$ cat src/uart_pkg.sv
// Purpose: Shared constants for the dual asynchronous serial port block.
// Assumes: 8-bit register port with byte-wide addresses.
// Notes: All offsets, field positions and timing counts live here.
package uart_pkg;
  localparam int REG_AW = 8;
  localparam int REG_DW = 8;
  // Register byte addresses.
  localparam logic [7:0] ADDR_SER_CTRL_P0 = 8'h98;
  localparam logic [7:0] ADDR_SER_BUF_P0 = 8'h99;
  localparam logic [7:0] ADDR_SER_CTRL_P1 = 8'hC0;
  localparam logic [7:0] ADDR_SER_BUF_P1 = 8'hC1;
  localparam logic [7:0] ADDR_PWR_CTRL = 8'h87;
  localparam logic [7:0] ADDR_EXT_IRQ_CTRL = 8'hD8;
  localparam logic [7:0] ADDR_IRQ_EN = 8'hA8;
  localparam logic [7:0] ADDR_IRQ_PRIO = 8'hB8;
  localparam logic [7:0] ADDR_T1_RELOAD = 8'h8D;
  localparam logic [7:0] ADDR_T2_RELOAD_HI = 8'hCA;
  localparam logic [7:0] ADDR_T2_RELOAD_LO = 8'hCB;
  localparam logic [7:0] ADDR_BAUD_CTRL = 8'hE4;
  // Serial control, doubler, interrupt enable and priority field positions.
  localparam int SC_MODE_HI = 7;
  localparam int SC_MODE_LO = 6;
  localparam int SC_MP = 5;
  localparam int SC_RX_EN = 4;
  localparam int SC_TX_NINTH = 3;
  localparam int SC_RX_NINTH = 2;
  localparam int SC_TX_DONE = 1;
  localparam int SC_RX_DONE = 0;
  localparam int DOUBLER_BIT = 7;
  localparam int IRQEN_P0_BIT = 3;
  localparam int IRQEN_P1_BIT = 7;
  localparam int IRQEN_GLOBAL_BIT = 7;
  localparam int PRIO_P0_BIT = 4;
  localparam int PRIO_P1_BIT = 6;
  // Baud control fields.
  localparam int BC_T1_RUN = 0;
  localparam int BC_T1_FAST = 1;
  localparam int BC_T2_RUN = 2;
  localparam int BC_P0_T2 = 3;
  // Mode field encodings.
  localparam logic [1:0] MODE_1 = 2'h1;
  localparam logic [1:0] MODE_2 = 2'h2;
  localparam logic [1:0] MODE_3 = 2'h3;
  // Timing.
  localparam logic [3:0] T1_STD_DIV = 4'hC;
  localparam logic [3:0] T1_FAST_DIV = 4'h4;
  localparam logic [1:0] M2_DIV_FAST = 2'h2;
  localparam logic [1:0] M2_DIV_SLOW = 2'h0;
  localparam logic [3:0] OVS_LAST = 4'hF;
  localparam logic [3:0] SAMPLE_A = 4'h7;
  localparam logic [3:0] SAMPLE_B = 4'h8;
  localparam logic [3:0] SAMPLE_C = 4'h9;
  localparam logic [3:0] FRAME_BITS_M1 = 4'hA;
  localparam logic [3:0] FRAME_BITS_M2 = 4'hB;
  localparam int TX_DONE_DELAY_CLK = 2;
  localparam logic [7:0] T1_MAX = 8'hFF;
  localparam logic [15:0] T2_MAX = 16'hFFFF;
  // Interrupt vector map.
  localparam logic [7:0] VEC_P0 = 8'h23;
  localparam logic [7:0] VEC_P1 = 8'h3B;
  localparam logic [2:0] NAT_PRIO_P0 = 3'h5;
  localparam logic [2:0] NAT_PRIO_P1 = 3'h7;
  typedef enum logic [1:0] {TX_IDLE, TX_WAIT, TX_SHIFT, TX_DONE_WAIT} tx_state_t;
  typedef enum logic {RX_IDLE, RX_ACTIVE} rx_state_t;
endpackage

$ cat src/dual_async_serial_port.sv
// Purpose: Two full-duplex asynchronous serial ports with their baud timers.
// Assumes: clk_sys_i is the system clock; pins are synchronous to it.
// Notes: Registers are reached over a plain strobe port, read data one cycle later.
// Operation
// - One interrupt per port on tx/rx done
// - Port enables gated by global enable; port 1 uses the global bit 7 as its own enable
// - Priority bit raises port to high level
// - Vectors 23h/prio 5 and 3Bh/prio 7
// - Mode 1 frame: start, 8 LSB-first, stop
// - Mode 1 stores stop bit as ninth
// - Timer 1 overflow halved unless doubler set
// - Doublers at power and extended control bit7
// - Timer 1 reload period, 12 or 4 clocks
// - Timer 2 clk/2 baud source, port 0 only
// - System clock is the baud reference clock
// - Mode 1 transmit starts at next rollover
// - Mode 1 done flag two clocks after stop
// - Sixteen samples per bit, edge resets divider
// - Majority of three; bad start abandons frame
// - Mode 1 stop check gates buffer load and flag only when SC_MP is set
// - Receiver idles after mid stop bit
// - Modes 2/3 frame carries programmable ninth bit
// - Mode 2 baud clk/64 or clk/32
// - Mode 2 done flag as stop appears
// - Mode 3: mode 2 frame, timer baud
// - Mode field 01, 10, 11 decoding
// - Multiprocessor drops frames with ninth bit 0
//
// Implementation choices: the address-and-strobe port and the register addresses.
module dual_async_serial_port #(
  parameter int TX_DONE_DELAY = uart_pkg::TX_DONE_DELAY_CLK
) (
  input wire logic clk_sys_i,
  input wire logic arst_n_i,
  input wire logic [uart_pkg::REG_AW-1:0] reg_addr_i,
  input wire logic [uart_pkg::REG_DW-1:0] reg_wdata_i,
  input wire logic reg_we_i,
  input wire logic reg_re_i,
  output logic [uart_pkg::REG_DW-1:0] reg_rdata_o,
  input wire logic rx_pin_p0_i,
  input wire logic rx_pin_p1_i,
  output logic tx_pin_p0_o,
  output logic tx_pin_p1_o,
  output logic irq_p0_o,
  output logic irq_p1_o,
  output logic irq_high_p0_o,
  output logic irq_high_p1_o,
  output logic [7:0] irq_vector_p0_o,
  output logic [7:0] irq_vector_p1_o,
  output logic [2:0] irq_nat_prio_p0_o,
  output logic [2:0] irq_nat_prio_p1_o
);
  import uart_pkg::*;

  if (TX_DONE_DELAY < 1 || TX_DONE_DELAY > 15) begin : g_bad_delay
    $error("TX_DONE_DELAY must lie between 1 and 15");
  end

  function automatic logic maj3(input logic a, input logic b, input logic c);
    maj3 = (a & b) | (a & c) | (b & c);
  endfunction

  logic [7:0] pwr_q;
  logic [7:0] ext_q;
  logic [7:0] irq_en_q;
  logic [7:0] irq_prio_q;
  logic [7:0] t1_reload_q;
  logic [15:0] t2_reload_q;
  logic [3:0] baud_q;
  logic [3:0] t1_pre_q;
  logic [7:0] t1_cnt_q;
  logic t2_pre_q;
  logic [15:0] t2_cnt_q;
  logic [7:0] rdata_q;
  logic [7:0] ctrl_w [2];
  logic [7:0] rxbuf_w [2];
  logic [1:0] txd_w;
  logic [1:0] rx_pin_w;
  logic t1_step;
  logic t1_ovf;
  logic t2_ovf;

  assign rx_pin_w = {rx_pin_p1_i, rx_pin_p0_i};

  // Shared control registers written from the register port.
  always_ff @(posedge clk_sys_i or negedge arst_n_i) begin
    if (!arst_n_i) begin
      pwr_q <= 8'h00;
      ext_q <= 8'h00;
      irq_en_q <= 8'h00;
      irq_prio_q <= 8'h00;
      t1_reload_q <= 8'h00;
      t2_reload_q <= 16'h0000;
      baud_q <= 4'h0;
    end else if (reg_we_i) begin
      unique case (reg_addr_i)
        ADDR_PWR_CTRL: pwr_q <= reg_wdata_i;
        ADDR_EXT_IRQ_CTRL: ext_q <= reg_wdata_i;
        ADDR_IRQ_EN: irq_en_q <= reg_wdata_i;
        ADDR_IRQ_PRIO: irq_prio_q <= reg_wdata_i;
        ADDR_T1_RELOAD: t1_reload_q <= reg_wdata_i;
        ADDR_T2_RELOAD_HI: t2_reload_q[15:8] <= reg_wdata_i;
        ADDR_T2_RELOAD_LO: t2_reload_q[7:0] <= reg_wdata_i;
        ADDR_BAUD_CTRL: baud_q <= reg_wdata_i[3:0];
        default: ;
      endcase
    end
  end

  // Timer 1: 8-bit auto-reload, one increment per 12 or 4 system clocks.
  assign t1_step = baud_q[BC_T1_RUN] &&
      (t1_pre_q == (baud_q[BC_T1_FAST] ? T1_FAST_DIV : T1_STD_DIV) - 4'h1);
  assign t1_ovf = t1_step && (t1_cnt_q == T1_MAX);

  always_ff @(posedge clk_sys_i or negedge arst_n_i) begin
    if (!arst_n_i) begin
      t1_pre_q <= 4'h0;
      t1_cnt_q <= 8'h00;
    end else if (!baud_q[BC_T1_RUN]) begin
      t1_pre_q <= 4'h0;
    end else begin
      t1_pre_q <= t1_step ? 4'h0 : t1_pre_q + 4'h1;
      if (t1_ovf) begin
        t1_cnt_q <= t1_reload_q;
      end else if (t1_step) begin
        t1_cnt_q <= t1_cnt_q + 8'h01;
      end
    end
  end

  // Timer 2: 16-bit auto-reload counting at half the system clock.
  assign t2_ovf = baud_q[BC_T2_RUN] && t2_pre_q && (t2_cnt_q == T2_MAX);

  always_ff @(posedge clk_sys_i or negedge arst_n_i) begin
    if (!arst_n_i) begin
      t2_pre_q <= 1'b0;
      t2_cnt_q <= 16'h0000;
    end else if (baud_q[BC_T2_RUN]) begin
      t2_pre_q <= !t2_pre_q;
      if (t2_ovf) begin
        t2_cnt_q <= t2_reload_q;
      end else if (t2_pre_q) begin
        t2_cnt_q <= t2_cnt_q + 16'h0001;
      end
    end
  end

  for (genvar p = 0; p < 2; p++) begin : g_port
    localparam logic [7:0] A_CTRL = (p == 0) ? ADDR_SER_CTRL_P0 : ADDR_SER_CTRL_P1;
    localparam logic [7:0] A_BUF = (p == 0) ? ADDR_SER_BUF_P0 : ADDR_SER_BUF_P1;
    logic [7:0] ctrl_q;
    logic [7:0] rxbuf_q;
    logic [1:0] mode;
    logic mode1;
    logic active;
    logic doubler;
    logic half_q;
    logic [1:0] m2_cnt_q;
    logic m2_tick;
    logic timer_tick;
    logic tick;
    tx_state_t tx_state_q;
    logic [3:0] tx_div_q;
    logic tx_roll;
    logic [10:0] frame_q;
    logic [3:0] left_q;
    logic [3:0] dly_q;
    logic txd_q;
    logic tx_done_set;
    logic tx_load;
    rx_state_t rx_state_q;
    logic [3:0] rx_div_q;
    logic [3:0] rx_bit_q;
    logic [1:0] samp_q;
    logic [8:0] rx_sh_q;
    logic rx_prev_q;
    logic vote;
    logic check_bit;
    logic rx_stop_now;
    logic rx_accept;

    assign mode = ctrl_q[SC_MODE_HI:SC_MODE_LO];
    assign mode1 = (mode == MODE_1);
    assign active = (mode == MODE_1) || (mode == MODE_2) || (mode == MODE_3);
    assign doubler = (p == 0) ? pwr_q[DOUBLER_BIT] : ext_q[DOUBLER_BIT];

    // Oversampling tick: timer overflow in modes 1 and 3, fixed rate in mode 2.
    always_ff @(posedge clk_sys_i or negedge arst_n_i) begin
      if (!arst_n_i) begin
        half_q <= 1'b0;
      end else if (t1_ovf) begin
        half_q <= !half_q;
      end
    end

    always_ff @(posedge clk_sys_i or negedge arst_n_i) begin
      if (!arst_n_i) begin
        m2_cnt_q <= 2'h0;
      end else begin
        m2_cnt_q <= m2_tick ? 2'h0 : m2_cnt_q + 2'h1;
      end
    end

    assign m2_tick = m2_cnt_q == ((doubler ? M2_DIV_FAST : M2_DIV_SLOW) - 2'h1);
    assign timer_tick = ((p == 0) && baud_q[BC_P0_T2]) ? t2_ovf
        : (t1_ovf && (doubler || half_q));
    assign tick = (mode == MODE_2) ? m2_tick : (active && timer_tick);

    // Transmitter; modes 2 and 3 flag done as the stop bit reaches the pin.
    assign tx_roll = tick && (tx_div_q == OVS_LAST);
    assign tx_load = reg_we_i && (reg_addr_i == A_BUF) && active &&
        (tx_state_q == TX_IDLE);
    assign tx_done_set = (tx_state_q == TX_SHIFT && tx_roll && left_q == 4'h2 && !mode1)
        || (tx_state_q == TX_DONE_WAIT && dly_q == 4'(TX_DONE_DELAY - 1));

    always_ff @(posedge clk_sys_i or negedge arst_n_i) begin
      if (!arst_n_i) begin
        tx_div_q <= 4'h0;
      end else if (tick) begin
        tx_div_q <= tx_div_q + 4'h1;
      end
    end

    always_ff @(posedge clk_sys_i or negedge arst_n_i) begin
      if (!arst_n_i) begin
        tx_state_q <= TX_IDLE;
        frame_q <= '1;
        left_q <= 4'h0;
        dly_q <= 4'h0;
        txd_q <= 1'b1;
      end else begin
        unique case (tx_state_q)
          TX_IDLE: begin
            if (tx_load) begin
              frame_q <= {1'b1, mode1 | ctrl_q[SC_TX_NINTH], reg_wdata_i, 1'b0};
              left_q <= mode1 ? FRAME_BITS_M1 : FRAME_BITS_M2;
              tx_state_q <= TX_WAIT;
            end
          end
          TX_WAIT: begin
            if (tx_roll) begin
              txd_q <= frame_q[0];
              frame_q <= {1'b1, frame_q[10:1]};
              tx_state_q <= TX_SHIFT;
            end
          end
          TX_SHIFT: begin
            if (tx_roll) begin
              if (left_q == 4'h1) begin
                dly_q <= 4'h0;
                tx_state_q <= mode1 ? TX_DONE_WAIT : TX_IDLE;
              end else begin
                txd_q <= frame_q[0];
                frame_q <= {1'b1, frame_q[10:1]};
              end
              left_q <= left_q - 4'h1;
            end
          end
          TX_DONE_WAIT: begin
            dly_q <= dly_q + 4'h1;
            if (tx_done_set) begin
              tx_state_q <= TX_IDLE;
            end
          end
        endcase
      end
    end

    // Receiver.
    assign vote = maj3(samp_q[0], samp_q[1], rx_pin_w[p]);
    assign check_bit = mode1 ? vote : rx_sh_q[8];
    assign rx_stop_now = (rx_state_q == RX_ACTIVE) && tick && (rx_div_q == SAMPLE_C) &&
        (rx_bit_q == (mode1 ? FRAME_BITS_M1 : FRAME_BITS_M2) - 4'h1);
    assign rx_accept = rx_stop_now && !ctrl_q[SC_RX_DONE] &&
        (!ctrl_q[SC_MP] || check_bit);

    always_ff @(posedge clk_sys_i or negedge arst_n_i) begin
      if (!arst_n_i) begin
        rx_prev_q <= 1'b1;
      end else if (tick) begin
        rx_prev_q <= rx_pin_w[p];
      end
    end

    always_ff @(posedge clk_sys_i or negedge arst_n_i) begin
      if (!arst_n_i) begin
        rx_state_q <= RX_IDLE;
        rx_div_q <= 4'h0;
        rx_bit_q <= 4'h0;
        samp_q <= 2'h3;
        rx_sh_q <= 9'h000;
      end else if (tick) begin
        unique case (rx_state_q)
          RX_IDLE: begin
            if (ctrl_q[SC_RX_EN] && rx_prev_q && !rx_pin_w[p]) begin
              rx_div_q <= 4'h1;
              rx_bit_q <= 4'h0;
              rx_state_q <= RX_ACTIVE;
            end
          end
          RX_ACTIVE: begin
            rx_div_q <= rx_div_q + 4'h1;
            if (rx_div_q == SAMPLE_A) begin
              samp_q[0] <= rx_pin_w[p];
            end
            if (rx_div_q == SAMPLE_B) begin
              samp_q[1] <= rx_pin_w[p];
            end
            if (rx_div_q == SAMPLE_C) begin
              if (rx_bit_q == 4'h0 && vote) begin
                rx_state_q <= RX_IDLE;
              end else if (rx_stop_now) begin
                rx_state_q <= RX_IDLE;
              end else begin
                if (rx_bit_q != 4'h0) begin
                  rx_sh_q <= {vote, rx_sh_q[8:1]};
                end
                rx_bit_q <= rx_bit_q + 4'h1;
              end
            end
          end
        endcase
      end
    end

    always_ff @(posedge clk_sys_i or negedge arst_n_i) begin
      if (!arst_n_i) begin
        rxbuf_q <= 8'h00;
      end else if (rx_accept) begin
        rxbuf_q <= mode1 ? rx_sh_q[8:1] : rx_sh_q[7:0];
      end
    end

    // Control register; hardware sets win over a software clear.
    always_ff @(posedge clk_sys_i or negedge arst_n_i) begin
      if (!arst_n_i) begin
        ctrl_q <= 8'h00;
      end else begin
        if (reg_we_i && reg_addr_i == A_CTRL) begin
          ctrl_q <= reg_wdata_i;
        end
        if (rx_accept) begin
          ctrl_q[SC_RX_NINTH] <= check_bit;
          ctrl_q[SC_RX_DONE] <= 1'b1;
        end
        if (tx_done_set) begin
          ctrl_q[SC_TX_DONE] <= 1'b1;
        end
      end
    end

    assign ctrl_w[p] = ctrl_q;
    assign rxbuf_w[p] = rxbuf_q;
    assign txd_w[p] = txd_q;
  end

  // Read port: data stands only in the cycle after the read strobe.
  always_ff @(posedge clk_sys_i or negedge arst_n_i) begin
    if (!arst_n_i) begin
      rdata_q <= 8'h00;
    end else if (reg_re_i) begin
      unique case (reg_addr_i)
        ADDR_SER_CTRL_P0: rdata_q <= ctrl_w[0];
        ADDR_SER_BUF_P0: rdata_q <= rxbuf_w[0];
        ADDR_SER_CTRL_P1: rdata_q <= ctrl_w[1];
        ADDR_SER_BUF_P1: rdata_q <= rxbuf_w[1];
        ADDR_PWR_CTRL: rdata_q <= pwr_q;
        ADDR_EXT_IRQ_CTRL: rdata_q <= ext_q;
        ADDR_IRQ_EN: rdata_q <= irq_en_q;
        ADDR_IRQ_PRIO: rdata_q <= irq_prio_q;
        ADDR_T1_RELOAD: rdata_q <= t1_reload_q;
        ADDR_T2_RELOAD_HI: rdata_q <= t2_reload_q[15:8];
        ADDR_T2_RELOAD_LO: rdata_q <= t2_reload_q[7:0];
        ADDR_BAUD_CTRL: rdata_q <= {4'h0, baud_q};
        default: rdata_q <= 8'h00;
      endcase
    end else begin
      rdata_q <= 8'h00;
    end
  end

  assign reg_rdata_o = rdata_q;
  assign tx_pin_p0_o = txd_w[0];
  assign tx_pin_p1_o = txd_w[1];

  // Interrupt requests and their fixed vector map.
  assign irq_p0_o = (ctrl_w[0][SC_TX_DONE] | ctrl_w[0][SC_RX_DONE]) &&
      irq_en_q[IRQEN_P0_BIT] && irq_en_q[IRQEN_GLOBAL_BIT];
  assign irq_p1_o = (ctrl_w[1][SC_TX_DONE] | ctrl_w[1][SC_RX_DONE]) &&
      irq_en_q[IRQEN_P1_BIT] && irq_en_q[IRQEN_GLOBAL_BIT];
  assign irq_high_p0_o = irq_prio_q[PRIO_P0_BIT];
  assign irq_high_p1_o = irq_prio_q[PRIO_P1_BIT];
  assign irq_vector_p0_o = VEC_P0;
  assign irq_vector_p1_o = VEC_P1;
  assign irq_nat_prio_p0_o = NAT_PRIO_P0;
  assign irq_nat_prio_p1_o = NAT_PRIO_P1;
endmodule

$ cat config.mk
export PLATFORM = sky130hd
export DESIGN_NAME = dual_async_serial_port
export DESIGN_NICKNAME = d
export VERILOG_FILES = /design/src/uart_pkg.sv /design/src/dual_async_serial_port.sv
export SDC_FILE = /design/constraint.sdc
export NUM_CORES = 1
export LEC_CHECK = 0
export ABC_AREA = 1
export BUFFER_PORTS_ARGS = -buffer_cell sky130_fd_sc_hd__buf_2
export CAP_MARGIN = 30
export CORE_MARGIN = 2
export CORE_UTILIZATION = 25
export DETAILED_ROUTE_END_ITERATION = 10
export MAX_ROUTING_LAYER = met4
export PLACE_DENSITY_LB_ADDON = 0.12
export SLEW_MARGIN = 20
export SYNTH_ARGS = -nofsm -noshare
export SYNTH_HDL_FRONTEND = slang
export SYNTH_SLANG_ARGS = --single-unit
$ cat constraint.sdc
create_clock -name clk_sys_i -period 2.15 [get_ports clk_sys_i]
set_clock_uncertainty 0.2 [all_clocks]
set_input_delay 0.1075 -clock clk_sys_i [delete_from_list [all_inputs] [get_ports clk_sys_i]]
set_output_delay 0.1075 -clock clk_sys_i [all_outputs]
set_load 0.005 [all_outputs]
* Word-level counts from Yosys, hierarchy flattened
Cells that the tools add are included.
W data, S select, Z words.
** Operators by class
- Bitwise logic cells :: 20
- Mux-type cells :: 98
- Add/sub/neg operators :: 20
- Equal/unequal tests :: 65
- Reduce and logical (&&, ||, !) cells :: 117
** Operators by type and width (count)
- $eq A8 B8 Y1 const B :: 13
- $pmux W8 S12 :: 1
- $mux W11 :: 8
- $mux W4 :: 21
- $pmux W11 S3 :: 2
- $pmux W4 S2 :: 8
- $logic_and A1 B1 Y1 :: 46
- $mux W8 :: 5
- $add A4 B1 Y4 const B :: 9
- $mux W16 :: 2
- $mux W2 :: 16
- $ne A2 B2 Y1 const B :: 16
- $reduce_and A5 Y1 :: 6
- $mux W1 :: 27
- $eq A4 B4 Y1 const B :: 6
- $reduce_and A2 Y1 :: 12
- $reduce_and A3 Y1 :: 8
- $reduce_bool A2 Y1 :: 12
- $sub A4 B1 Y4 const B :: 5
- $add A16 B1 Y16 const B :: 1
- $eq A16 B16 Y1 const B :: 1
- $eq A2 B2 Y1 const B :: 8
- $eq A4 B1 Y1 const B :: 4
- $pmux W2 S4 :: 2
- 22 further kinds :: 81
** Storage, ports and cells
- Output and inout port bits :: 36
- Word-level logic and storage cells :: 371
- Input port bits :: 22
- Flip-flop bits (word level) :: 229

* Longest topological paths before layout
Gate-level depths: netlist of run 1.
- Depth in word-level cells :: 16
- Depth in mapped cells :: 15
- Mapped depth without buffers :: 15

* Least setup slack after synthesis of run 1
No wires, ideal clock.
- Path kind :: flip-flop to flip-flop
- Start point :: reg t2_cnt_q[0]
- End point :: reg g_port[0].rx_bit_q[1]
- Library setup time :: 118 ps
- Required time :: 1832 ps
- Path slack :: 45 ps
- Cell stages (with the launch flop) :: 15
- Path buffers :: 0
- Data arrival time :: 1787 ps
- Clock period less this slack :: 2105 ps
- Cells stage by stage :: dfrtp_1 -> ha_1 -> nand3_2 -> nor2_4 -> nand3_4 -> nand2_2 -> nand3_4 -> nand2_8 -> inv_2 -> nor2_4 -> inv_2 -> nand2_4 -> nand2_2 -> nand2_1 -> nand2_1
** On the way
- Cells in the longest elaborated chain, start to end :: 10
** RTL lines
- start, declared :: line dual_async_serial_port.sv:73 : logic [15:0] t2_cnt_q;
- start signal, assigned :: line dual_async_serial_port.sv:141 : t2_cnt_q <= t2_reload_q;
- start signal, assigned :: line dual_async_serial_port.sv:143 : t2_cnt_q <= t2_cnt_q + 16'h0001;
- $eq A16 B16 Y1 (*) :: line dual_async_serial_port.sv:132 : assign t2_ovf = baud_q[BC_T2_RUN] && t2_pre_q && (t2_cnt_q == T2_MAX);
- $logic_and A1 B1 Y1 (*) :: line dual_async_serial_port.sv:132
- $mux W1 (*) :: line dual_async_serial_port.sv:205 : assign timer_tick = ((p == 0) && baud_q[BC_P0_T2]) ? t2_ovf
- $logic_and A1 B1 Y1 (*) :: line dual_async_serial_port.sv:207 : assign tick = (mode == MODE_2) ? m2_tick : (active && timer_tick);
- $mux W1 (*) :: line dual_async_serial_port.sv:207
- $logic_and A1 B1 Y1 (3 in a row) :: line dual_async_serial_port.sv:272 : assign rx_stop_now = (rx_state_q == RX_ACTIVE) && tick && (rx_div_q == SAMPLE_C) &&
- $ne A2 B2 Y1 (no line)
- $reduce_and A5 Y1 (no line) (*)
- end signal, assigned :: line dual_async_serial_port.sv:318 : rx_bit_q <= rx_bit_q + 4'h1;
- end, declared :: line dual_async_serial_port.sv:173 : logic [3:0] rx_bit_q;
Every way passes the cells marked *; elsewhere a longest branch is shown, timed or not.
A chain may end at the register's enable or synchronous reset.

* Final worst setup path of run 1
- Start point :: reg t2_cnt_q[1]
- End point :: reg g_port[0].frame_q[2]
** On the way
- Cells in the longest elaborated chain, start to end :: 8
- Elaborated cells on any way between the ends :: 9
- Classes of those cells :: 3 x eq/ne; 2 x mux; 4 x reduce/logical
** RTL lines
- $eq A16 B16 Y1 (*) :: line dual_async_serial_port.sv:132
- $logic_and A1 B1 Y1 (*) :: line dual_async_serial_port.sv:132
- $mux W1 (*) :: line dual_async_serial_port.sv:205
- $logic_and A1 B1 Y1 (*) :: line dual_async_serial_port.sv:207
- $mux W1 (*) :: line dual_async_serial_port.sv:207
- $logic_and A1 B1 Y1 (*) :: line dual_async_serial_port.sv:210 : assign tx_roll = tick && (tx_div_q == OVS_LAST);
- $ne A2 B2 Y1 (no line)
- $reduce_and A5 Y1 (no line) (*)
- end signal, assigned :: line dual_async_serial_port.sv:235 : frame_q <= {1'b1, mode1 | ctrl_q[SC_TX_NINTH], reg_wdata_i, 1'b0};
- end signal, assigned :: line dual_async_serial_port.sv:243 : frame_q <= {1'b1, frame_q[10:1]};
- end signal, assigned :: line dual_async_serial_port.sv:254 : frame_q <= {1'b1, frame_q[10:1]};
- end, declared :: line dual_async_serial_port.sv:165 : logic [10:0] frame_q;
Marks and branches as above.

==> flow_summary.toml, run 1 <==
[synth]
yosysTopAreaCellShare_pct = 41.6
syn_inst = 1381
async_reset_ff_share_pct = 100
synth-seq-area-share_pct = 47.8
synth_most_common_cell = "nand2_1"
synth_ff_type = "dfrtp_1"
syn_area_um2 = 12000
synth.distinct_cells = 65
synth_edf_count = 0
synthTopCellsByArea = "dfrtp_1, nand2_1, o21ai_0"
post-synth-top-area-cell = "dfrtp_1"
synth.avg_cell_area_um2 = 8.67
synth.ff_latch_count = 227
synth_commonest_cells = "nand2_1, dfrtp_1, inv_1"
yosysWarnings = 0

[clock_tree]
clkSlewWorstSetupHoldPaths_ns = 0.06
cts_sinks = 227
cts_tree = "yes"
clk_path_buf_depth = 3
htreeDepth = 1
cts_buffers = 29
cts-root-buf = "clkbuf_16"
clk_latency_ns = 0.58

[timing]
rsz0062_at_grt = "true"
slew_headroom_pct = 61.3
whs_ns = 0.0623
min_period_ns = 2.19
fin_setup_tns_ns = -0.647
slew_viol_final = 0
fmaxAchievable_mhz = 457
max_slew.worst_pin.slew_ns = 0.580
layout_setup_ws_ns = -0.0367
setup_viol = 35
min_period_over_period_pct = 102
hold_viol = 0

[critical_path]
rrSetupSlack_ns = -0.04
worstPathRequired_ns = 2.44
crit_slowest_cell = "dfrtp_1"
critPathMaxStageDelay_ns = 0.40
critPathCaptureType = "flop"
arrival_ns = 2.47
startpoint_type = "flop"
critical_path_class = "flop to flop"
path_cells = "ha_4, nand3_4, nor2_4, nand3_4, nand2_4, nand3_4, nand2_8, nand2_4, nand2_4, nand4_4, buf_12, nand2_1, o21ai_2"
critical_path_peak_fanout = 20

[outcome]
outcome = "finished with violations"
failed_checks = "negative setup slack"

[global_routing]
gr-total-overflow = 0
grt_antenna_before_repair = 1
grt_max_degree = 57
grt_first_pass_wirelength_mm = 55.7
grt.total_usage_pct = 14.7
grt_pass1_vias = 9590

[drt]
firstDrtPassIters = 5
drtIter0Drc = 492
ant_nets = 0
vias_per_cell = 4.37
num_vias = 9690
wire_per_inst_um = 15.9
wirelength_mm = 35.2
drc = 0

[place]
dp_hpwl_mm = 24.9
gp_congestion = 0.788
preCtsSetupSlack_ns = -0.160
port_buffers = 35

[finish]
syn_to_final_growth_pct = 27.5
multi_input_area_um2 = 5550
regArea_um2 = 5720
post-route-util_pct = 32.2
fin_nets = 1634
n_fill_cell = 5062
layout-drive-gt1-share_pct = 24.5
diodes = 0

[worst_hold_path]
min_path_type = "input port to flop"

[floorplan]
pin_count = 58
die_w_um = 223
floorplan.rows = 80
die_height_um = 223
die_area_um2 = 49600
start_util_pct = 25.2
core_region_area_um2 = 47400

[power_and_ir_drop]
leakage_nw = 7.36
vdd_drop_max_v = 0.000510
power_density_nw_per_um2 = 945
power_mw = 14.4

[flow_run]
cap_violations = 0
## sequential cells by signal, summed over array words and instances (netlist names), 8 cells and up
name	count
pwr_q	8
reg_rdata_o	8
t1_cnt_q	8
g_port.tx_div_q	8
g_port.rx_div_q	8
g_port.ctrl_q	16
t2_reload_q	16
ext_q	8
g_port.dly_q	8
g_port.rx_sh_q	18
g_port.rxbuf_q	16
g_port.frame_q	20
irq_en_q	8
t2_cnt_q	16
t1_reload_q	8
g_port.rx_bit_q	8
g_port.left_q	8
irq_prio_q	8
## worst max-delay path: cells and delay by family (launching register included)
family,cells,cell delay [ns]
simple gates,10,1.09
fa+ha+maj,1,0.17
compound gates,1,0.05
flops,1,0.40
buf+inv,1,0.18
## kinds of logic (layout without fill, tap and decap cells)
family / Yosys count / after routing / synth area share [%]
XOR/XNOR: 32 / 32 / 2.34
other: 2 / 22 / 0.0628
flip-flops: 227 / 227 / 47.8
adder cells (fa/ha/maj): 34 / 34 / 3.53
buffers and inverters: 238 / 436 / 8.65
AND/OR/NAND/NOR: 507 / 510 / 19.7
AO/OA/AOI/OAI: 323 / 323 / 16.4
multiplexers: 18 / 18 / 1.53
## final cells by class
| class | count | share of cell area, % |
|---|---|---|
| inverter | 186 | 4.67 |
| clock inverter | 9 | 0.664 |
| clock buffer | 45 | 5.54 |
| timing repair buffer | 196 | 10.2 |
| sequential | 227 | 37.4 |
| multi-input combinational | 939 | 36.4 |
| tap | 615 | 5.04 |
## through the flow
stage | instances | cell area, um^2
floorplan | 1401 | 12000
global placement | 2122 | 13700
detailed placement | 2122 | 13700
CTS | 2196 | 14900
global route | 2217 | 15300
finish | 2217 | 15300
## path summary, 6_finish.rpt
path                       cells past startpoint             startpoint                    end
hold / removal                                 7          reg_addr_i[5]               pwr_q[3]
min in group asynchronous                      4               arst_n_i            t2_cnt_q[7]
setup / recovery                              13            t2_cnt_q[1]   g_port[0].frame_q[2]
setup reg to reg                              13            t2_cnt_q[1]   g_port[0].frame_q[2]
max in group asynchronous                      4               arst_n_i    g_port[0].samp_q[0]
hold reg to reg                                1  g_port[0].m2_cnt_q[0]  g_port[0].m2_cnt_q[0]
## per-layer routing
| layer | part of all wire (%) | global-route usage, % | up-vias |
|---|---|---|---|
| li1 | - | - | 4929 |
| met1 | 49 | 20.5 | 4607 |
| met2 | 46 | 22.6 | 109 |
| met3 | 3.4 | 2.21 | 45 |
| met4 | 1.5 | 3.44 | 0 |
| met5 | 0 | - | - |
## placed cells by master (no fill, tap or decap), types with 30 or more instances in the layout
cell type and count:
nand2_1 286, dfrtp_1 199, inv_1 169, o21ai_0 145, buf_4 130, nor2_1 62
nand3_1 46, o21ai_1 38, buf_2 34, ha_1 30
## repair_timing
item,in CTS,in global routing
endpoints found under the hold margin,316,0
pin swaps,10,27
resized for setup,22,62
setup endpoints to repair,92,99
buffers inserted,5,17
cloned,0,4
hold buffers,15,0
## power breakdown
part           switching, mW  internal (mW)  total (mW)
Clock                   1.97           2.93        4.90
Sequential             0.474           5.04        5.52
Combinational           2.34           1.67        4.00
No activity file was read; power rests on OpenSTA's default activity.
==> inputs of run 2 (changes only) <==
--- a/config.mk
+++ b/config.mk
@@ -11,6 +11,7 @@
 export CORE_MARGIN = 2
 export CORE_UTILIZATION = 25
 export DETAILED_ROUTE_END_ITERATION = 10
+export GPL_TIMING_DRIVEN = 0
 export MAX_ROUTING_LAYER = met4
 export PLACE_DENSITY_LB_ADDON = 0.12
 export SLEW_MARGIN = 20
==> run 2 against run 1 <==
The run ends with negative hold slack, negative setup slack left. Global-route usage shrank 0.057 points. Worst hold slack lost 0.067 ns. Die area is the same. First-iteration DRC count grew 2.4%. Non-clock buffer count shrank 51. Wire length shrank 0.97%. Cell count shrank 2.2%.
==> flow_summary.toml, run 2 (synthesized netlist as in run 1, its figures left out) <==
[outcome]
outcome = "finished with violations"
failed_checks = "negative hold slack, negative setup slack"

[power_and_ir_drop]
leakage_nw = 7.19
vdd_drop_max_v = 0.000603
power_mw = 14.6
power_density_nw_per_um2 = 955

[floorplan]
pin_count = 58
floorplan.rows = 80
die_w_um = 223
die_area_um2 = 49600
die_height_um = 223
core_region_area_um2 = 47400
start_util_pct = 25.2

[critical_path]
r2r_start = "t2_cnt_q[1]"
startpoint_type = "flop"
reg2reg_depth = 12
r2r-end = "g_port[0].rx_bit_q[2]"
critical_path_peak_fanout = 5
arrival_ns = 2.51
worstPathRequired_ns = 2.39
critPathCaptureType = "flop"
rrSetupSlack_ns = -0.12
critical_path_class = "flop to flop"

[finish]
multi_input_area_um2 = 5840
largest_register_ffs = 20
layout-drive-gt1-share_pct = 24.4
fin_nets = 1584
regArea_um2 = 5720
final_common_cell = "nand2_1"
syn_to_final_growth_pct = 27.4
top_regs = "g_port.frame_q (20), g_port.rx_sh_q (18)"
final_cell_mix = "nand2_1, dfrtp_1, inv_1"
regMostFlops = "g_port.frame_q"
n_fill_cell = 5032
post-route-util_pct = 32.1

[clock_tree]
clk_path_buf_depth = 3
htreeDepth = 1
clkSlewWorstSetupHoldPaths_ns = 0.06
cts_sinks = 227
cts_buffers = 30
cts-root-buf = "clkbuf_16"
clk_latency_ns = 0.57
cts_tree = "yes"

[timing]
min_period_ns = 2.27
slew_headroom_pct = 56.2
max_slew.worst_pin.slew_ns = 0.657
setup_viol = 71
whs_ns = -0.00443
slew_viol_final = 0
layout_setup_ws_ns = -0.120
hold_viol = 2
fmaxAchievable_mhz = 441
rsz0062_at_grt = "true"
min_period_over_period_pct = 106

[drt]
drtIter0Drc = 504
num_vias = 9698
wire_per_inst_um = 16.1
drc = 0
firstDrtPassIters = 5
ant_nets = 0
vias_per_cell = 4.47
wirelength_mm = 34.9

[worst_hold_path]
hp-start = "reg_addr_i[0]"
min_path_type = "input port to flop"
holdPathEnd = "t2_reload_q[5]"
worstHoldPathCells = 6

[global_routing]
grt_max_degree = 88
grt.total_usage_pct = 14.7
grt_pass1_vias = 9646
gr-total-overflow = 0
grt_antenna_before_repair = 3
grt_first_pass_wirelength_mm = 55.9

[place]
preCtsSetupSlack_ns = -0.390
gp_congestion = 0.796
port_buffers = 34
dp_hpwl_mm = 24.1

[flow_run]
cap_violations = 0
-- run 2: changes by cell type in the layout (fill, tap and decap cells not counted), moves of 7 or more --
| cell | change |
|---|---|
| buf_6 | +10 |
| clkbuf_1 | +9 |
| o21ai_2 | +9 |
| nand2_1 | -18 |
| nand2_2 | +9 |
| buf_4 | -78 |
| buf_12 | -7 |
-- run 2: area by class of cell --
type                    instances  share of cell area [%]
flip-flops and latches        227                    37.5
clock buffers                  50                    6.21
well taps                     615                    5.05
plain buffers                  47                    2.30
clock inverters                 5                   0.328
diodes                          2                  0.0328
inverters                     186                    4.74
repair buffers                 98                    5.52
multi-input cells             939                    38.3
-- run 2: worst max-delay path by stage --
stage	from	to	slack [ns]	cells past startpoint
3_5_place_dp	t2_cnt_q[0]	g_port[0].rx_bit_q[0]	-0.39	14
4_1_cts	t1_pre_q[1]	g_port[1].rxbuf_q[5]	-0.13	13
6_report	t2_cnt_q[1]	g_port[0].rx_bit_q[2]	-0.12	12
3_3_place_gp	arst_n_i	g_port[0].rx_bit_q[0]	-3.86	1
5_1_grt	t2_cnt_q[1]	g_port[0].rx_bit_q[1]	-0.24	12
2_1_floorplan	t2_cnt_q[0]	g_port[0].rx_bit_q[1]	0.04	14
-- run 2: what timing repair did --
action,CTS,global route
setup endpoints to repair,116,156
hold endpoints to repair,266,0
cloned,6,1
gates resized for setup,76,106
buffers inserted,30,17
hold buffers,14,0
pin swaps,29,34
-- run 2: per-layer routing --
metal  routed length [um]  part of all wire, %  track usage, %
met3                 1170                  3.4            2.23
met2                16000                   46            22.4
met4                  419                  1.2            2.97
met5                    0                    0               -
met1                17300                   50            20.6
-- run 2: per-stage QoR --
| step | hold WS (ns) | area (um^2) | TNS [ns] | instances |
|---|---|---|---|---|
| global route | 0.0365 | 15200 | -13.51 | 2169 |
| finish | -0.00443 | 15200 | -4.10 | 2169 |
| CTS | 0.0142 | 14800 | -5.93 | 2153 |
| global placement | 0.178 | 13000 | -859.56 | 2050 |
| detailed placement | -0.115 | 13000 | -34.43 | 2052 |
| floorplan | -0.388 | 12000 | 0 | 1401 |
-- run 2: worst max-delay path, cell delays in order, from the launching register on --
cell and delay, ns:
dfrtp_1 0.39, ha_4 0.18, nand3_4 0.09, nor2_4 0.16
nand3_4 0.14, nand2_4 0.12, nand3_4 0.11, nand2_8 0.13
nand4_1 0.23, nand2_4 0.19, nand2_4 0.08, nand2_1 0.06
nand2_1 0.05
-- run 2: power by group --
group | total [mW] | internal (mW) | switching [mW]
Sequential | 5.55 | 5.05 | 0.503
Clock | 5.03 | 3.09 | 1.94
Combinational | 3.99 | 1.58 | 2.42
==> inputs of run 3 (changes only) <==
--- a/config.mk
+++ b/config.mk
@@ -9,7 +9,7 @@
 export BUFFER_PORTS_ARGS = -buffer_cell sky130_fd_sc_hd__buf_2
 export CAP_MARGIN = 30
 export CORE_MARGIN = 2
-export CORE_UTILIZATION = 25
+export CORE_UTILIZATION = 48
 export DETAILED_ROUTE_END_ITERATION = 10
 export GPL_TIMING_DRIVEN = 0
 export MAX_ROUTING_LAYER = met4
==> run 3 against run 2 <==
The flow finishes with violations (negative setup slack). Clock power shrank 13%. Register-to-register slack improved by 0.05 ns. Sequential share of layout area rose by 1.7 points. Via count is 0.58% higher. First-iteration DRC count is 27% higher.
==> flow_summary.toml, run 3 (synthesized netlist as in run 1, its figures left out) <==
[timing]
min_period_ns = 2.22
whs_ns = 0.0367
setup_viol = 34
fmaxAchievable_mhz = 450
hold_viol = 0
slew_viol_final = 0
slew_headroom_pct = 60.3
rsz0062_at_grt = "true"
max_slew.worst_pin.slew_ns = 0.596
min_period_over_period_pct = 103
layout_setup_ws_ns = -0.0732

[place]
dp_cells = 1761
port_buffers = 34
preCtsSetupSlack_ns = -0.301
gp_congestion = 0.920
dp_hpwl_mm = 20.6

[clock_tree]
cts_buffers = 26
htreeDepth = 1
cts_tree = "yes"
clkSlewWorstSetupHoldPaths_ns = 0.06
clk_path_buf_depth = 3
cts_sinks = 227
cts-root-buf = "clkbuf_16"
clk_latency_ns = 0.53

[drt]
drc = 0
num_vias = 9754
drtIter0Drc = 642
firstDrtPassIters = 5
vias_per_cell = 5.22
ant_nets = 0
wire_per_inst_um = 16.1
wirelength_mm = 30.1

[critical_path]
cp_num_cells = 14
critical_path_class = "flop to flop"
crit_slowest_cell = "dfrtp_1"
worstSetupStartpoint = "t1_pre_q[1]"
r2r-end = "g_port[1].rx_bit_q[2]"
crit_top_cell = "nand2_4"
arrival_ns = 2.48
cp_top_family = "simple AND/OR/NAND/NOR gates"
critPathCaptureType = "flop"
worstPathRequired_ns = 2.41
critPathMaxStageDelay_ns = 0.39
rrSetupSlack_ns = -0.07
r2r_start = "t1_pre_q[1]"
endpoint = "g_port[1].rx_bit_q[2]"
crit_buf_inv = 2
path_cells = "ha_4, nand3_4, nor2_8, nand2_4, nor2_8, nand2_4, nand2_8, buf_8, nand2_4, clkinv_4, nor2_4, a21oi_4, nand3_1, o21ai_1"
critical_path_peak_fanout = 8
startpoint_type = "flop"
reg2reg_depth = 14

[floorplan]
start_util_pct = 49.1
die_w_um = 162
floorplan.rows = 57
pin_count = 58
die_area_um2 = 26200
core_region_area_um2 = 24400
die_height_um = 162

[finish]
final_common_cell = "nand2_1"
syn_to_final_growth_pct = 21.8
fin_nets = 1580
multi_input_area_um2 = 5730
top_regs = "g_port.frame_q (20), g_port.rx_sh_q (18)"
regMostFlops = "g_port.frame_q"
largest_register_ffs = 20
regArea_um2 = 5720
final_cell_mix = "nand2_1, dfrtp_1, inv_1"
stdcell_count = 1868
layout-drive-gt1-share_pct = 23.1
n_fill_cell = 2188
post-route-util_pct = 59.7
diodes = 0

[global_routing]
gr-total-overflow = 0
grt.total_usage_pct = 24.1
grt_antenna_before_repair = 0
grt_max_degree = 98
grt_first_pass_wirelength_mm = 49.2
grt_pass1_vias = 9430

[power_and_ir_drop]
vdd_drop_max_v = 0.000561
power_frac_seq_pct = 39.8
p_comb_share_pct = 28.6
leakage_nw = 7.08
power_density_nw_per_um2 = 957
p_switching_mw = 4.66
p_clk_share_pct = 31.6
p_sw_share_pct = 33.4
p_int_mw = 9.28

[worst_hold_path]
worstHoldPathCells = 4
min_path_type = "input port to flop"

[outcome]
outcome = "finished with violations"
failed_checks = "negative setup slack"

[flow_run]
cap_violations = 0
## run 3: cell types whose count changed in the layout (fill, tap and decap cells not counted), moves of 5 or more
cell | previous run | this run
clkbuf_8 | 10 | 3
nand2_4 | 16 | 10
nand2_1 | 268 | 274
inv_2 | 11 | 6
clkbuf_16 | 32 | 27
buf_4 | 52 | 60
## run 3: worst register-to-register path, delay by kind of cell (launching register included)
family	cells	cell delay (ns)
flip-flops	1	0.39
adder cells (fa/ha/maj)	1	0.16
buffers and inverters	2	0.20
AND/OR/NAND/NOR	9	0.88
AO/OA/AOI/OAI	2	0.32
## run 3: per-layer routing
layer / global-route usage (%) / vias up / share of wire [%]
met5: - / - / 0
met4: 6.88 / 0 / 2.9
li1: - / 4809 / -
met2: 37.8 / 214 / 47
met3: 3.09 / 54 / 5.0
met1: 33.2 / 4677 / 45
## run 3: cell type report
class                   count  share of cell area (%)
plain buffers              48                    2.42
clock buffers              37                    5.10
clock inverters            10                   0.721
inverters                 186                    4.99
multi-input cells         937                    39.3
flip-flops and latches    227                    39.2
well taps                 324                    2.78
repair buffers             99                    5.44
## run 3: worst min-delay path by stage
stage / start / slack [ns] / endpoint
after detailed placement: arst_n_i / -0.19 / t2_cnt_q[15]
after global routing: reg_addr_i[1] / 0.08 / reg_rdata_o[4]
after floorplan: arst_n_i / -0.39 / baud_q[0]
final: reg_we_i / 0.04 / g_port[1].ctrl_q[3]
after global placement: rx_pin_p1_i / 0.17 / g_port[1].rx_prev_q
after CTS: reg_addr_i[1] / 0.01 / reg_rdata_o[4]
## run 3: power groups by stage
| stage | Clock (mW) | Sequential (mW) | Combinational (mW) |
|---|---|---|---|
| finish | 4.40 | 5.55 | 3.99 |
| global route | 4.69 | 5.64 | 4.55 |
| global placement | 0 | 5.57 | 3.30 |
| floorplan | 0 | 5.47 | 2.63 |
| CTS | 4.52 | 5.54 | 3.79 |
| detailed placement | 0 | 5.60 | 3.38 |
## run 3: repair_timing
item,CTS,global route
pin swaps,22,28
endpoints found under the hold margin,287,0
setup buffers,26,19
gates cloned,2,1
endpoints found under the setup margin,111,152
gates resized for setup,52,98
hold buffers,16,0
## run 3: stage by stage
step                      TNS [ns]  power (mW)  area, um^2
after CTS                   -0.660        13.8       14100
after global placement     -737.96        8.87       12600
after detailed placement    -22.99        8.97       12700
after floorplan                  0        8.10       12000
after global routing         -8.95        14.9       14600
final                        -1.19        13.9       14600
